$ cat src/bitw_pkg.sv
// Constants, register map and types for the interval timer and watchdog.
// Assumes a single 125 MHz clock and an 8-bit register port in the same domain.
package bitw_pkg;

  localparam int unsigned BITW_AW = 8;
  localparam int unsigned BITW_DW = 8;
  localparam int unsigned BITW_CNT_W = 7;

  // Register offsets
  localparam logic [7:0] BITW_OFS_MODE   = 8'h00;
  localparam logic [7:0] BITW_OFS_WDT    = 8'h04;
  localparam logic [7:0] BITW_OFS_STATUS = 8'h08;
  localparam logic [7:0] BITW_OFS_MASK   = 8'h0c;
  localparam logic [7:0] BITW_OFS_COUNT  = 8'h10;
  localparam logic [7:0] BITW_OFS_WAIT   = 8'h14;

  // Field positions
  localparam int unsigned BITW_MODE_ISEL   = 0;
  localparam int unsigned BITW_MODE_CLR    = 1;
  localparam int unsigned BITW_MODE_PSEL   = 2;
  localparam int unsigned BITW_WDT_SVC     = 0;
  localparam int unsigned BITW_WDT_EN      = 1;
  localparam int unsigned BITW_IRQ_INTV    = 0;
  localparam int unsigned BITW_IRQ_WAIT    = 1;
  localparam int unsigned BITW_IRQ_N       = 2;
  localparam int unsigned BITW_WAIT_START  = 0;
  localparam int unsigned BITW_WAIT_SEL    = 1;

  // Reset values
  localparam logic [6:0] BITW_CNT_RST  = 7'h00;
  localparam logic [1:0] BITW_PSEL_RST = 2'h0;
  localparam logic [1:0] BITW_WSEL_RST = 2'h0;
  localparam logic [1:0] BITW_IRQ_RST  = 2'h0;

  // Counter landmarks
  localparam logic [6:0] BITW_LONG_LAST  = 7'h7f;
  localparam logic [4:0] BITW_SHORT_LAST = 5'h1f;
  localparam logic [7:0] BITW_WDT_TRIP   = 8'hc0;

  // Count pulse dividers, in clock cycles
  localparam int unsigned BITW_DIV0 = 1024;
  localparam int unsigned BITW_DIV1 = 512;
  localparam int unsigned BITW_DIV2 = 256;
  localparam int unsigned BITW_DIV3 = 64;

  // Standby-release wait, in counter overflows
  localparam logic [3:0] BITW_WAIT_N0 = 4'h1;
  localparam logic [3:0] BITW_WAIT_N1 = 4'h2;
  localparam logic [3:0] BITW_WAIT_N2 = 4'h4;
  localparam logic [3:0] BITW_WAIT_N3 = 4'h8;

  typedef enum logic [2:0] {
    BITW_W_IDLE = 3'b001,
    BITW_W_RUN  = 3'b010,
    BITW_W_DONE = 3'b100
  } bitw_wait_state_t;

endpackage

$ cat src/bitw_wait_if.sv
// Link between the timer core and the standby-release wait timer.
// Assumes both ends sit on the same clock.
`timescale 1ns/10ps
interface bitw_wait_if;
  logic       start;
  logic [1:0] sel;
  logic       ovf;
  logic       busy;
  logic       done;
  modport ctl   (output start, output sel, output ovf, input busy, input done);
  modport timer (input start, input sel, input ovf, output busy, output done);
endinterface

$ cat src/bitw_top.sv
// Basic interval timer with watchdog, reached over a plain register port.
// Assumes a single clock; wdt_reset_o feeds the system reset, which in turn drives rst_i.
//
// Design decisions made here: the address-and-strobe port and the register offsets.
`timescale 1ns/10ps
module bitw_top
  import bitw_pkg::*;
#(
  parameter int unsigned DIV_W = 10
) (
  input  wire logic               mclk_i,
  input  wire logic               rst_i,
  input  wire logic [BITW_AW-1:0] addr_i,
  input  wire logic [BITW_DW-1:0] wdata_i,
  input  wire logic               wr_i,
  input  wire logic               rd_i,
  output logic      [BITW_DW-1:0] rdata_o,
  output logic                    irq_o,
  output logic                    interval_tick_o,
  output logic                    wdt_reset_o,
  output logic                    wait_busy_o,
  output logic                    wait_done_o
);

  // Register port decode
  logic wr_mode;
  logic wr_wdt;
  logic wr_mask;
  logic wr_wait;
  logic rd_status;

  assign wr_mode   = wr_i && (addr_i == BITW_OFS_MODE);
  assign wr_wdt    = wr_i && (addr_i == BITW_OFS_WDT);
  assign wr_mask   = wr_i && (addr_i == BITW_OFS_MASK);
  assign wr_wait   = wr_i && (addr_i == BITW_OFS_WAIT);
  assign rd_status = rd_i && (addr_i == BITW_OFS_STATUS);

  // Control registers
  logic                  interval_select_r;
  logic [1:0]            pulse_sel_r;
  logic                  watchdog_enable_flag_r;
  logic [1:0]            wait_sel_r;
  logic [BITW_IRQ_N-1:0] mask_r;
  logic [BITW_IRQ_N-1:0] status_r;
  logic [BITW_IRQ_N-1:0] status_nxt;

  // Counter chain
  logic [BITW_CNT_W-1:0] interval_counter_r;
  logic                  wdt_div_r;
  logic [7:0]            wdt_count;
  logic                  count_pulse;
  logic                  interval_clear_flag;
  logic                  watchdog_service_flag;
  logic                  wdt_clear;
  logic                  overflow;
  logic                  interval_hit;
  logic                  wdt_trip;

  // Self-clearing strobes: they exist only in the write cycle, so they read 0
  assign interval_clear_flag   = wr_mode && wdata_i[BITW_MODE_CLR];
  assign watchdog_service_flag = wr_wdt && wdata_i[BITW_WDT_SVC];
  // Service before enable would only disturb the interval timer
  assign wdt_clear = watchdog_service_flag && watchdog_enable_flag_r;
  assign wdt_count = {wdt_div_r, interval_counter_r};
  assign overflow  = count_pulse && (interval_counter_r == BITW_LONG_LAST);
  assign wdt_trip  = watchdog_enable_flag_r && (wdt_count == BITW_WDT_TRIP);

  // Interval end depends on select; the counter itself is untouched on change
  always_comb begin
    if (interval_select_r) begin
      interval_hit = count_pulse && (interval_counter_r[4:0] == BITW_SHORT_LAST);
    end else begin
      interval_hit = overflow;
    end
  end

  bitw_pulse_div #(
    .W (DIV_W)
  ) u_div (
    .mclk_i (mclk_i),
    .rst_i  (rst_i),
    .sel_i  (pulse_sel_r),
    .tick_o (count_pulse)
  );

  bitw_wait_if wif ();

  assign wif.start = wr_wait && wdata_i[BITW_WAIT_START];
  assign wif.sel   = wait_sel_r;
  assign wif.ovf   = overflow;

  bitw_standby_wait u_wait (
    .mclk_i (mclk_i),
    .rst_i  (rst_i),
    .w      (wif)
  );

  assign wait_busy_o = wif.busy;

  // Mode register
  always_ff @(posedge mclk_i or posedge rst_i) begin
    if (rst_i) begin
      interval_select_r <= 1'b0;
      pulse_sel_r       <= BITW_PSEL_RST;
    end else if (wr_mode) begin
      interval_select_r <= wdata_i[BITW_MODE_ISEL];
      pulse_sel_r       <= wdata_i[BITW_MODE_PSEL +: 2];
    end
  end

  // Enable only ever sets; nothing but reset brings it back
  always_ff @(posedge mclk_i or posedge rst_i) begin
    if (rst_i) begin
      watchdog_enable_flag_r <= 1'b0;
    end else if (wr_wdt && wdata_i[BITW_WDT_EN]) begin
      watchdog_enable_flag_r <= 1'b1;
    end
  end

  // Interval counter: free running, no stop control exists
  always_ff @(posedge mclk_i or posedge rst_i) begin
    if (rst_i) begin
      interval_counter_r <= BITW_CNT_RST;
    end else if (interval_clear_flag || wdt_clear) begin
      interval_counter_r <= BITW_CNT_RST;
    end else if (count_pulse) begin
      interval_counter_r <= interval_counter_r + 7'h01;
    end
  end

  // Extra divider stage; enabling does not touch the counter
  always_ff @(posedge mclk_i or posedge rst_i) begin
    if (rst_i) begin
      wdt_div_r <= 1'b0;
    end else if (wdt_clear) begin
      wdt_div_r <= 1'b0;
    end else if (overflow && watchdog_enable_flag_r) begin
      wdt_div_r <= ~wdt_div_r;
    end
  end

  // Held until the system reset comes back through rst_i
  always_ff @(posedge mclk_i or posedge rst_i) begin
    if (rst_i) begin
      wdt_reset_o <= 1'b0;
    end else if (wdt_trip) begin
      wdt_reset_o <= 1'b1;
    end
  end

  always_ff @(posedge mclk_i or posedge rst_i) begin
    if (rst_i) begin
      interval_tick_o <= 1'b0;
      wait_done_o     <= 1'b0;
    end else begin
      interval_tick_o <= interval_hit && !interval_clear_flag && !wdt_clear;
      wait_done_o     <= wif.done;
    end
  end

  always_ff @(posedge mclk_i or posedge rst_i) begin
    if (rst_i) begin
      wait_sel_r <= BITW_WSEL_RST;
    end else if (wr_wait) begin
      wait_sel_r <= wdata_i[BITW_WAIT_SEL +: 2];
    end
  end

  always_ff @(posedge mclk_i or posedge rst_i) begin
    if (rst_i) begin
      mask_r <= BITW_IRQ_RST;
    end else if (wr_mask) begin
      mask_r <= wdata_i[BITW_IRQ_N-1:0];
    end
  end

  // Read clears, but an event in the same cycle survives
  always_comb begin
    status_nxt = rd_status ? BITW_IRQ_RST : status_r;
    if (interval_tick_o) begin
      status_nxt[BITW_IRQ_INTV] = 1'b1;
    end
    if (wait_done_o) begin
      status_nxt[BITW_IRQ_WAIT] = 1'b1;
    end
  end

  always_ff @(posedge mclk_i or posedge rst_i) begin
    if (rst_i) begin
      status_r <= BITW_IRQ_RST;
    end else begin
      status_r <= status_nxt;
    end
  end

  assign irq_o = |(status_r & mask_r);

  // Read data valid only in the cycle after the strobe
  always_ff @(posedge mclk_i or posedge rst_i) begin
    if (rst_i) begin
      rdata_o <= '0;
    end else if (rd_i) begin
      case (addr_i)
        BITW_OFS_MODE:   rdata_o <= {4'h0, pulse_sel_r, 1'b0, interval_select_r};
        BITW_OFS_WDT:    rdata_o <= {6'h00, watchdog_enable_flag_r, 1'b0};
        BITW_OFS_STATUS: rdata_o <= {6'h00, status_r};
        BITW_OFS_MASK:   rdata_o <= {6'h00, mask_r};
        BITW_OFS_COUNT:  rdata_o <= wdt_count;
        BITW_OFS_WAIT:   rdata_o <= {5'h00, wait_sel_r, wif.busy};
        default:         rdata_o <= '0;
      endcase
    end else begin
      rdata_o <= '0;
    end
  end

  logic quiet;
  assign quiet = !interval_clear_flag && !wdt_clear;
endmodule

$ cat src/bitw_pulse_div.sv
// Count pulse divider: one-cycle enable every selected number of clocks.
// Assumes sel_i comes from a register on the same clock.
`timescale 1ns/10ps
module bitw_pulse_div
  import bitw_pkg::*;
#(
  parameter int unsigned W = 10
) (
  input  wire logic       mclk_i,
  input  wire logic       rst_i,
  input  wire logic [1:0] sel_i,
  output logic            tick_o
);

  logic [W-1:0] cnt_r;
  logic [W-1:0] reload;

  always_comb begin
    case (sel_i)
      2'h0:    reload = W'(BITW_DIV0 - 1);
      2'h1:    reload = W'(BITW_DIV1 - 1);
      2'h2:    reload = W'(BITW_DIV2 - 1);
      2'h3:    reload = W'(BITW_DIV3 - 1);
      default: reload = W'(BITW_DIV0 - 1);
    endcase
  end

  // Never reset by the clear flags, so the first interval may be short
  always_ff @(posedge mclk_i or posedge rst_i) begin
    if (rst_i) begin
      cnt_r <= '0;
    end else if (cnt_r == '0 || cnt_r > reload) begin
      cnt_r <= reload;
    end else begin
      cnt_r <= cnt_r - 1'b1;
    end
  end

  always_ff @(posedge mclk_i or posedge rst_i) begin
    if (rst_i) begin
      tick_o <= 1'b0;
    end else begin
      tick_o <= (cnt_r == '0);
    end
  end

endmodule

$ cat src/bitw_standby_wait.sv
// Standby-release wait timer counting interval counter overflows.
// Assumes ovf is a one-cycle pulse from the timer core.
`timescale 1ns/10ps
module bitw_standby_wait
  import bitw_pkg::*;
(
  input  wire logic  mclk_i,
  input  wire logic  rst_i,
  bitw_wait_if.timer w
);

  bitw_wait_state_t state_r;
  logic [3:0]       left_r;
  logic [3:0]       target;

  always_comb begin
    case (w.sel)
      2'h0:    target = BITW_WAIT_N0;
      2'h1:    target = BITW_WAIT_N1;
      2'h2:    target = BITW_WAIT_N2;
      2'h3:    target = BITW_WAIT_N3;
      default: target = BITW_WAIT_N0;
    endcase
  end

  always_ff @(posedge mclk_i or posedge rst_i) begin
    if (rst_i) begin
      state_r <= BITW_W_IDLE;
      left_r  <= 4'h0;
    end else begin
      case (state_r)
        BITW_W_IDLE: begin
          if (w.start) begin
            state_r <= BITW_W_RUN;
            left_r  <= target;
          end
        end
        BITW_W_RUN: begin
          if (w.ovf) begin
            left_r <= left_r - 4'h1;
            if (left_r == 4'h1) begin
              state_r <= BITW_W_DONE;
            end
          end
        end
        BITW_W_DONE: state_r <= BITW_W_IDLE;
        default:     state_r <= BITW_W_IDLE;
      endcase
    end
  end

  assign w.busy = (state_r == BITW_W_RUN);
  assign w.done = (state_r == BITW_W_DONE);
endmodule

$ cat config.mk
export PLATFORM = sky130hd
export DESIGN_NAME = bitw_top
export DESIGN_NICKNAME = d
export VERILOG_FILES = /design/src/bitw_pkg.sv /design/src/bitw_wait_if.sv /design/src/bitw_top.sv /design/src/bitw_pulse_div.sv /design/src/bitw_standby_wait.sv
export SDC_FILE = /design/constraint.sdc
export NUM_CORES = 1
export LEC_CHECK = 0
export ABC_AREA = 1
export BUFFER_PORTS_ARGS = -buffer_cell sky130_fd_sc_hd__buf_2
export CORE_ASPECT_RATIO = 1.1
export CORE_MARGIN = 10
export CORE_UTILIZATION = 43
export CTS_CLUSTER_SIZE = 10
export DETAILED_ROUTE_END_ITERATION = 10
export PLACE_DENSITY = 0.64
export SLEW_MARGIN = 0
export SYNTH_ARGS = -nofsm -noshare
export SYNTH_HDL_FRONTEND = slang
export SYNTH_SLANG_ARGS = --single-unit
$ cat constraint.sdc
create_clock -name mclk_i -period 2.01 [get_ports mclk_i]
set_input_delay 0.402 -clock mclk_i [delete_from_list [all_inputs] [get_ports mclk_i]]
set_output_delay 0.402 -clock mclk_i [all_outputs]
set_load 0.02 [all_outputs]
; Yosys cells after proc, flatten, opt, wreduce, memory -nomap -nowiden
; Index checks and enable logic that the tools add are counted.
[op_classes]
add_sub_neg = 3
order_cmp = 1
n_eq_ne = 21
n_mux = 20
bitwise = 2
reduce_logical = 32
[ops]
columns = op, count
row1 = case mux 8 bit (6 select lines), 1
row2 = case mux 10 bit (4 select lines), 1
row3 = "equality test 8 x 4 -> 1 bit, second input constant", 2
row4 = "equality test 8 x 5 -> 1 bit, second input constant", 2
row5 = logical AND 1 bit, 16
row6 = case mux 4 bit (4 select lines), 1
row7 = 2-to-1 mux 7 bit, 2
row8 = > comparator 10 bit, 1
row9 = logical NOT 10 bit, 1
row10 = 2-to-1 mux 10 bit, 1
row11 = nonzero test 2 bit, 5
row12 = "subtractor 10 x 1 -> 10 bit, second input constant", 1
row13 = 2-to-1 mux 3 bit, 3
row14 = "equality test 2 bit, second input constant", 4
row15 = "equality test 8 x 3 -> 1 bit, second input constant", 1
row16 = "equality test 8 bit, second input constant", 1
row17 = logical NOT 8 bit, 1
row18 = 2-to-1 mux 4 bit, 2
row19 = 2-to-1 mux 8 bit, 1
row20 = case mux 4 bit (2 select lines), 1
row21 = "adder 7 x 1 -> 7 bit, second input constant", 1
row22 = "equality test 7 bit, second input constant", 1
row23 = case mux 3 bit (2 select lines), 1
row24 = AND reduction 3 bit, 2
row25 = 17 further kinds, 26
[word_totals]
register_bits = 47
input_bits = 20

; Logic depth before layout (Yosys ltp)
; Gate-level depths: netlist of the first run.
[depth]
word_depth = 6
ltp_mapped = 10
mapped_depth_nobuf = 10

; Hierarchy
; From an unflattened synthesis of the first run, not the netlist that was laid out.
[unflattened]
cells_unflattened = 347
hier_area_um2 = 2666.3
[modules_own_cells]
columns = mod, n_inst, cells_per_inst, area_per_inst_um2, seq_area_each_um2
row1 = bitw_top, 1, 182, 1481.4, 725.7
row2 = bitw_pulse_div, 1, 104, 734.5, 275.3
row3 = bitw_standby_wait, 1, 61, 450.4, 176.4

; Least setup slack after synthesis of the first run
; OpenSTA, ideal clock, no wires.
[synth_timing]
kind = register to register
start = register pulse_sel_r[1]
end = register u_div.cnt_r[4]
setup_time_ps = 127
arrival_time_ps = 1338
required_ps = 1883
slack_ps = 545
path_stages_with_launch = 10
path_buffers = 0
period_less_slack_ps = 1465
path_cell_list = dfrtp_1 -> inv_1 -> nand2_1 -> ha_1 -> a21oi_1 -> o21ai_0 -> nand2_1 -> nand2_2 -> inv_2 -> nand3b_1
[synth_via]
elab_chain_len = 5
word_cells_on_any_way = 8
classes_between = 1 x order compare / 3 x eq/ne / 2 x mux / 2 x reduce/logical
[synth_rtl]
columns = item, line
row1 = from (decl), bitw_top.sv:40  ; logic [1:0] pulse_sel_r;
row2 = from (signal assigned), bitw_top.sv:107  ; pulse_sel_r <= wdata_i[BITW_MODE_PSEL +: 2];
row3 = "equality test 2 bit, or another cell as far along", bitw_pulse_div.sv:19  ; case (sel_i)
row4 = case mux 10 bit (4 select lines) *, bitw_pulse_div.sv:19
row5 = > comparator 10 bit *, bitw_pulse_div.sv:32  ; end else if (cnt_r == '0 || cnt_r > reload) begin
row6 = logical OR 1 bit *, bitw_pulse_div.sv:32
row7 = 2-to-1 mux 10 bit *, bitw_pulse_div.sv:32
row8 = to (signal assigned), bitw_pulse_div.sv:33  ; cnt_r <= reload;
row9 = to (signal assigned), bitw_pulse_div.sv:35  ; cnt_r <= cnt_r - 1'b1;
row10 = to (decl), bitw_pulse_div.sv:15  ; logic [W-1:0] cnt_r;
; Mark *: on every way between the ends. The rest lies on a longest branch, timed or not. The select of a mux whose other input is x is not followed.
; A chain may end at the register's enable or synchronous reset.

; Final worst setup path of the first run
[layout_timing]
start = register u_wait.state_r[0]
end = output port wait_busy_o
[layout_via]
elab_chain_len = 1
[layout_rtl]
columns = item, line
row1 = from (decl), bitw_standby_wait.sv:12  ; bitw_wait_state_t state_r;
row2 = from (signal assigned), bitw_standby_wait.sv:28  ; state_r <= BITW_W_IDLE;
row3 = from (signal assigned), bitw_standby_wait.sv:34  ; state_r <= BITW_W_RUN;
row4 = from (signal assigned), bitw_standby_wait.sv:42  ; state_r <= BITW_W_DONE;
row5 = equality test 3 x 2 -> 1 bit, bitw_standby_wait.sv:52  ; assign w.busy = (state_r == BITW_W_RUN);
row6 = to (decl), bitw_top.sv:21  ; output logic wait_busy_o,
; No other way between the ends.

==> results_dict.tcl, run 1 <==
set metrics [dict create \
    min_period_over_period 0.898 \
    cp-end-kind "primary output" \
    area_delta_synth_final_pct 14.4 \
    status "finished, final reports clean" \
    worstPathRequired_ns 1.61 \
    dieWidth_um 94.7 \
    grt_max_degree 48 \
    synth-seq-cells 47 \
    rows 29 \
    holdCritPathClass "input port to asynchronous set/reset pin" \
    drtAntennaViolNets 0 \
    final_nets 385 \
    ys_types 37 \
    slew_headroom 0.710 \
    yosysWarnings 0 \
    whs_ns 0.119 \
    syn_area_per_cell_um2 8.26 \
    seq_area_frac_synth 0.446 \
    die-height_um 102 \
    slew_violations 0 \
    power_density_nw_per_um2 1010 \
    async_reset_ff_frac 1.00 \
    pin_count 33 \
    yosys-top-cells-count "nand2_1 (74), dfrtp_1 (46), inv_1 (43)" \
    cts.repair.resized 0 \
    vias 2159 \
    detail_route.first_pass.iterations 5 \
    tightest_slew_ns 0.432 \
    first_iter_violations 65 \
    place_congestion 0.785 \
    htreeDepth 2 \
    min_period_ns 1.81 \
    synth_edf_count 0 \
    synth_top_area_cell "dfrtp_1" \
    cts_tree "yes" \
    worstPathMaxFanout 10 \
    viasPerCell 4.99 \
    track_usage 0.122 \
    clk_pin_slew_worst_paths_ns 0.08 \
    fin_tns_setup_ns 0 \
    cp-start-kind "register" \
    wire_per_inst_um 12.9 \
    core_um2 5880 \
    synth.net_count 351 \
    clkSinkCount 47 \
    hold_violations 0 \
    power_w 0.00305 \
    grt_pass1_wl_um 9670 \
    rsz0062_at_grt "false" \
    hpwl_um 4300 \
    cts-root-buf "clkbuf_8" \
    grt_pass1_vias 2213 \
    peakVddDrop_mv 0.441 \
    routed_wl_um 5600 \
    cts_setup_buffers 0 \
    io_buffers 28 \
    postCtsHoldBufs 0 \
    die-area_um2 9680 \
    fmax_mhz 554 \
    synth_ff_type "dfrtp_1" \
    arrival_ns 1.40 \
    finalSetupViolations 0 \
    drv_cap 0 \
    drc 0 \
    antenna_found_initial 1 \
    syn_area_um2 2640 \
    synth_most_common_cell "nand2_1" \
    synthCells 320 \
    rr_worst_depth 9 \
    cts.path.max_buffers 2 \
    leakage_nw 1.62 \
    fin_skew_ns 0.00962 \
    initial_utilization 0.450 \
    crit_type "register to primary output" \
    grt-ovfl-total 0 \
    worstSkewPairLatency_ns 0.30 \
    rrSetupSlack_ns 0.36 \
    ys_top_cells_by_area "dfrtp_1 (44%), nand2_1 (11%), inv_1 (6.1%)" \
    synth_top_cell_area_share 0.436 \
    drive_gt1_frac 0.194 \
    cts_inserted_buffers 5 \
]
[area by class of cell]
cell class              instances  area [µm²]
inverters                      46         174
repair buffers                 29         160
clock inverters                 2        60.1
clock buffers                   6        72.6
well taps                      77        96.3
flip-flops and latches         47        1180
fillers                       588        2860
diodes                          1        2.50
multi-input cells             225        1280
[through the flow]
stage / instance area, µm² / instances / setup slack [ns] / util
6_report: 3020 / 433 / 0.204 / 0.514
5_1_grt: 3020 / 432 / 0.114 / 0.514
4_1_cts: 3020 / 432 / 0.195 / 0.514
3_5_place_dp: 2890 / 424 / 0.367 / 0.491
3_3_place_gp: 2890 / 424 / 0.379 / 0.491
2_1_floorplan: 2640 / 320 / 0.494 / -
[worst max-delay path: stages, from the launching register on]
cell,delay (ns)
dfstp_2,0.55
nor2_1,0.05
nand2_2,0.16
clkinv_2,0.16
buf_2,0.19
[report_power, final]
part	switching [W]	internal, W	leakage (nW)
logic	0.000614	0.000349	0.970
registers	0.000149	0.00112	0.582
clock network	0.000320	0.000497	0.0654
total	0.00108	0.00196	1.62
[layer usage]
metal,GRT usage,part of all wire,vias up
li1,-,-,1099
met1,0.133,0.41,1002
met2,0.215,0.50,51
met3,0.0396,0.069,7
met4,0.0461,0.016,0
met5,0,0,-
[placed cells by master (no fill, tap or decap), types with 5 or more instances in the layout]
cell,n
a21oi_1,7
buf_2,28
clkbuf_8,5
dfrtp_1,46
ha_1,11
inv_1,42
nand2_1,74
nand3_1,25
nand4_1,10
nor2_1,33
nor2_2,6
nor3_1,9
o21ai_0,12
[worst paths after layout]
kind,endpoint,from
setup reg to reg,u_div.cnt_r[4],pulse_sel_r[1]
min in group mclk_i,wait_sel_r[1],wdata_i[2]
max in group asynchronous,u_wait.state_r[0],rst_i
hold / removal,u_div.cnt_r[0],rst_i
setup / recovery,wait_busy_o,u_wait.state_r[0]
hold reg to reg,wdt_reset_o,wdt_reset_o
[kinds of logic (layout without fill, tap and decap cells)]
family | after synthesis | after routing | share of synthesized area
AND/OR/NAND/NOR | 180 | 180 | 0.348
flip-flops | 47 | 47 | 0.446
adder cells (fa/ha/maj) | 11 | 11 | 0.0521
AO/OA/AOI/OAI | 28 | 28 | 0.0649
XOR/XNOR | 6 | 6 | 0.0199
buffers and inverters | 48 | 83 | 0.0701
other | 0 | 1 | 0
[sequential cells by signal (all words and copies together) (netlist names), 3 cells and up]
signal	flops
interval_counter_r	7
u_div.cnt_r	10
rdata_o	8
u_wait.state_r	3
u_wait.left_r	4
Note: power is estimated with default switching activity, not from simulation.
==> run 2, diff against run 1 <==
CELL_PAD_IN_SITES_DETAIL_PLACEMENT = 0   (was default)
CELL_PAD_IN_SITES_GLOBAL_PLACEMENT = 1   (was default)
PLACE_DENSITY = 0.81   (was 0.64)
SETUP_SLACK_MARGIN = 0.05   (was default)
==> run 2 against run 1 <==
  * Sequential share of layout area up 0.47 points
  * Worst hold slack better by 0.070 ns
  * Highest routed layer unchanged
  * Utilization down 0.62 points
  * Critical path depth unchanged
  * Combinational power down 1%
  * Cell area down 1.2%
  * Via count down 0.79%
  * Clock power down 23%
  * Wire length down 1.1%
  * Clock-buffer cell count up 1
  * Critical endpoint unchanged
==> results_dict.tcl, run 2 (synthesis gave the netlist of run 1 again) <==
set metrics [dict create \
    status "finished, final reports clean" \
    dpl-instance-area_um2 2880 \
    first_iter_violations 95 \
    min_period_over_period 0.893 \
    final_common_cell "nand2_1" \
    grt_max_degree 32 \
    vias 2142 \
    drtAntennaViolNets 0 \
    power_density_nw_per_um2 951 \
    crit_type "register to primary output" \
    drv_cap 0 \
    cts.repair.resized 0 \
    holdCritPathClass "input port to asynchronous set/reset pin" \
    grt-ovfl-total 0 \
    place_congestion 0.884 \
    cts_setup_buffers 0 \
    peakVddDrop_mv 0.607 \
    rrSetupSlack_ns 0.37 \
    hold_violations 0 \
    htreeDepth 2 \
    track_usage 0.123 \
    wire_per_inst_um 12.8 \
    dieWidth_um 94.7 \
    viasPerCell 4.95 \
    worstSkewPairLatency_ns 0.30 \
    min_period_ns 1.79 \
    core_um2 5880 \
    worstPathRequired_ns 1.61 \
    initial_utilization 0.450 \
    routed_wl_um 5540 \
    drc 0 \
    top_regs "u_div.cnt_r: 10 flops, rdata_o: 8 flops, interval_counter_r: 7 flops" \
    power_w 0.00284 \
    cts.path.max_buffers 2 \
    worstPathMaxFanout 10 \
    slew_headroom 0.558 \
    fin_skew_ns 0.0107 \
    clkSinkCount 47 \
    postCtsHoldBufs 0 \
    die-height_um 102 \
    rows 29 \
    fmax_mhz 557 \
    cp-end-kind "primary output" \
    antenna_found_initial 0 \
    area_delta_synth_final_pct 13.0 \
    stdcell_area_um2 2990 \
    die-area_um2 9680 \
    drive_gt1_frac 0.199 \
    diodes 0 \
    pin_count 33 \
    hpwl_um 4340 \
    largest-register "u_div.cnt_r" \
    grt_pass1_vias 2208 \
    rsz0062_at_grt "false" \
    fillers 577 \
    multiInputGateArea_um2 1280 \
    reg2reg_from "pulse_sel_r[1]" \
    largest_reg_flops 10 \
    clk_pin_slew_worst_paths_ns 0.09 \
    tightest_slew_ns 0.662 \
    cp-start-kind "register" \
    leakage_nw 1.60 \
    worstReg2RegEnd "u_div.cnt_r[5]" \
    cts_inserted_buffers 5 \
    final_nets 386 \
    grt_pass1_wl_um 9720 \
    cts-root-buf "clkbuf_8" \
    fin_tns_setup_ns 0 \
    finalSetupViolations 0 \
    rr_worst_depth 9 \
    cts_tree "yes" \
    detail_route.first_pass.iterations 4 \
    cp-startpoint "u_wait.state_r[0]" \
    regArea_um2 1180 \
    io_buffers 28 \
    arrival_ns 1.39 \
    final_cell_mix "nand2_1 (74), dfrtp_1 (46), inv_1 (42)" \
    slew_violations 0 \
]
[run 2: cell count changes in the layout (fill, tap and decap cells not counted), sizes merged]
cell      change
buf           +1
bufinv        -2
clkbuf        +1
clkinvlp      +1
diode         -1
[run 2: layer usage]
metal | part of all wire | vias to the layer above | track usage
met1 | 0.47 | 1002 | 0.150
met2 | 0.46 | 37 | 0.206
li1 | - | 1098 | -
met3 | 0.059 | 5 | 0.0330
met5 | 0 | - | 0
met4 | 0.011 | 0 | 0.0380
[run 2: worst max-delay path by stage]
stage | endpoint | slack (ns) | cells after the start
floorplan | interval_counter_r[0] | 0.49 | 1
global placement | u_div.cnt_r[4] | 0.38 | 9
detailed placement | u_div.cnt_r[3] | 0.34 | 9
CTS | wait_busy_o | 0.19 | 4
global route | wait_busy_o | 0.13 | 4
finish | wait_busy_o | 0.22 | 4
[run 2: final cells by class]
type,count,share of cell area
Multi-Input combinational cell,225,0.429
Sequential cell,47,0.394
Inverter,46,0.0582
Timing Repair Buffer,30,0.0519
Clock buffer,7,0.0323
Tap cell,77,0.0323
Clock inverter,1,0.00251
[run 2: through the flow]
| step | hold slack (ns) | cells | utilization | setup WS, ns |
|---|---|---|---|---|
| 5_1_grt | 0.244 | 433 | 0.508 | 0.129 |
| 3_5_place_dp | 0.449 | 425 | 0.490 | 0.345 |
| 2_1_floorplan | 0.432 | 320 | - | 0.494 |
| 4_1_cts | 0.211 | 433 | 0.508 | 0.192 |
| 6_report | 0.189 | 433 | 0.508 | 0.215 |
| 3_3_place_gp | 0.442 | 425 | 0.490 | 0.384 |
[run 2: critical path: stages (launching register included)]
cell	delay, ns
dfstp_2	0.55
nor2_1	0.05
nand2_2	0.15
clkinv_2	0.15
buf_2	0.19
[run 2: report_power, final]
group	switching, W	internal (W)	total, W
Sequential	0.000144	0.00112	0.00126
Clock	0.000313	0.000313	0.000626
Combinational	0.000604	0.000349	0.000953
Total	0.00106	0.00178	0.00284
==> run 3, diff against run 2 <==
CORE_ASPECT_RATIO = 1.25   (was 1.1)
==> run 3 against run 2 <==
  * Worst setup slack better by 0.0015 ns
  * Largest cell class unchanged
  * Non-clock buffer count unchanged
  * Worst hold slack worse by 0.069 ns
  * Clock skew is 0.0028 ns lower
  * Clock-buffer cell count shrank 1
  * Total power grew 4.0%
  * Register-to-register slack barely moved
  * Sequential share of layout area down 0.26 points
  * Utilization increased by 0.19 points
  * Critical path depth stayed put
  * Cell area is 0.67% higher
  * First-iteration DRC count increased by 17%
==> results_dict.tcl, run 3 (synthesis gave the netlist of run 1 again) <==
set metrics [dict create \
    initial_utilization 0.448 \
    status "finished, final reports clean" \
    htreeDepth 2 \
    wire_per_inst_um 12.6 \
    slew_violations 0 \
    hpwl_um 4460 \
    fin_skew_ns 0.00789 \
    track_usage 0.120 \
    largest_reg_flops 10 \
    pin_count 33 \
    fin_tns_setup_ns 0 \
    drc 0 \
    finalSetupViolations 0 \
    clkSinkCount 47 \
    slew_headroom 0.659 \
    worstPathMaxFanout 10 \
    stdcell_area_um2 3010 \
    clk_pin_slew_worst_paths_ns 0.09 \
    min_period_over_period 0.892 \
    drtAntennaViolNets 0 \
    worstPathRequired_ns 1.61 \
    grt_pass1_wl_um 9770 \
    crit_type "register to primary output" \
    top_regs "u_div.cnt_r: 10 flops, rdata_o: 8 flops, interval_counter_r: 7 flops" \
    dieWidth_um 90.1 \
    area_delta_synth_final_pct 13.8 \
    cp-start-kind "register" \
    die-area_um2 9700 \
    rrSetupSlack_ns 0.36 \
    cts_setup_buffers 0 \
    rsz0062_at_grt "false" \
    power_density_nw_per_um2 982 \
    cts-root-buf "clkbuf_8" \
    final_common_cell "nand2_1" \
    grt-ovfl-total 0 \
    first_iter_violations 111 \
    arrival_ns 1.39 \
    crit_chain "nor2_1 -> nand2_2 -> clkinv_2 -> buf_2" \
    cts_tree "yes" \
    routed_wl_um 5520 \
    die-height_um 108 \
    place_congestion 0.826 \
    crit_slowest_cell "dfstp_2" \
    crit_path_max_incr_delay_ns 0.54 \
    core_um2 5900 \
    grt_max_degree 26 \
    largest-register "u_div.cnt_r" \
    tightest_slew_ns 0.511 \
    cts_inserted_buffers 5 \
    antenna_found_initial 0 \
    rows 31 \
    diodes 0 \
    cp-end-kind "primary output" \
    drive_gt1_frac 0.199 \
    drv_cap 0 \
    worstReg2RegEnd "u_div.cnt_r[4]" \
    postCtsHoldBufs 0 \
    final_cell_mix "nand2_1 (74), dfrtp_1 (46), inv_1 (42)" \
    dpl-instance-area_um2 2890 \
    grt_pass1_vias 2113 \
    cts.path.max_buffers 2 \
    peakVddDrop_mv 0.456 \
    viasPerCell 4.74 \
    min_period_ns 1.79 \
    reg2reg_from "pulse_sel_r[1]" \
    hold_violations 0 \
    io_buffers 28 \
    final_nets 386 \
    detail_route.first_pass.iterations 6 \
    vias 2077 \
    holdCritPathClass "input port to asynchronous set/reset pin" \
    leakage_nw 1.61 \
    worstSkewPairLatency_ns 0.30 \
    fmax_mhz 558 \
    cts.repair.resized 0 \
    rr_worst_depth 9 \
]
==> run 3: cell count changes in the layout (fill, tap and decap cells not counted), sizes merged <==
cell      change
bufinv        +1
clkbuf        -1
clkinv        +1
clkinvlp      -1
==> run 3: how the worst max path moves through the flow <==
stage                           start                    end  slack, ns  cells past startpoint
finish              u_wait.state_r[0]            wait_busy_o       0.22                      4
global route        u_wait.state_r[0]            wait_busy_o       0.12                      4
CTS                 u_wait.state_r[0]            wait_busy_o       0.20                      4
detailed placement     pulse_sel_r[1]         u_div.cnt_r[3]       0.35                      9
global placement       pulse_sel_r[1]         u_div.cnt_r[4]       0.37                      9
floorplan                       rst_i  interval_counter_r[0]       0.49                      1
==> run 3: area by class of cell <==
| class | count | area [µm²] |
|---|---|---|
| Fill cell | 616 | 2890 |
| Multi-Input combinational cell | 225 | 1280 |
| Sequential cell | 47 | 1180 |
| Inverter | 46 | 174 |
| Timing Repair Buffer | 30 | 155 |
| Tap cell | 82 | 103 |
| Clock buffer | 6 | 82.6 |
| Clock inverter | 2 | 35.0 |
==> run 3: power by group <==
part / switching, W / leakage [nW] / internal, W
logic: 0.000609 / 0.970 / 0.000350
registers: 0.000148 / 0.582 / 0.00112
clock network: 0.000327 / 0.0612 / 0.000403
==> run 3: per-stage QoR <==
stage / hold WS (ns) / utilization / total power [W] / setup WS [ns] / cells
after floorplan: 0.432 / - / 0.00202 / 0.494 / 320
after global placement: 0.445 / 0.490 / 0.00223 / 0.368 / 430
after detailed placement: 0.447 / 0.490 / 0.00226 / 0.346 / 430
after CTS: 0.135 / 0.510 / 0.00299 / 0.199 / 438
after global routing: 0.165 / 0.510 / 0.00320 / 0.116 / 438
final: 0.120 / 0.510 / 0.00295 / 0.217 / 438
==> run 3: worst max-delay path: cells and delay by family, from the launching register on <==
family	cells	cell delay, ns
and+or+nand+nor	2	0.21
buffers and inverters	2	0.34
DFF	1	0.54
==> run 3: layer usage <==
metal / up-vias / routed length [µm] / part of all wire / global-route usage
li1: 1101 / - / - / -
met1: 945 / 2410 / 0.44 / 0.137
met2: 25 / 2770 / 0.50 / 0.212
met3: 6 / 251 / 0.045 / 0.0307
met4: 0 / 84 / 0.015 / 0.0444
met5: - / 0 / 0 / 0
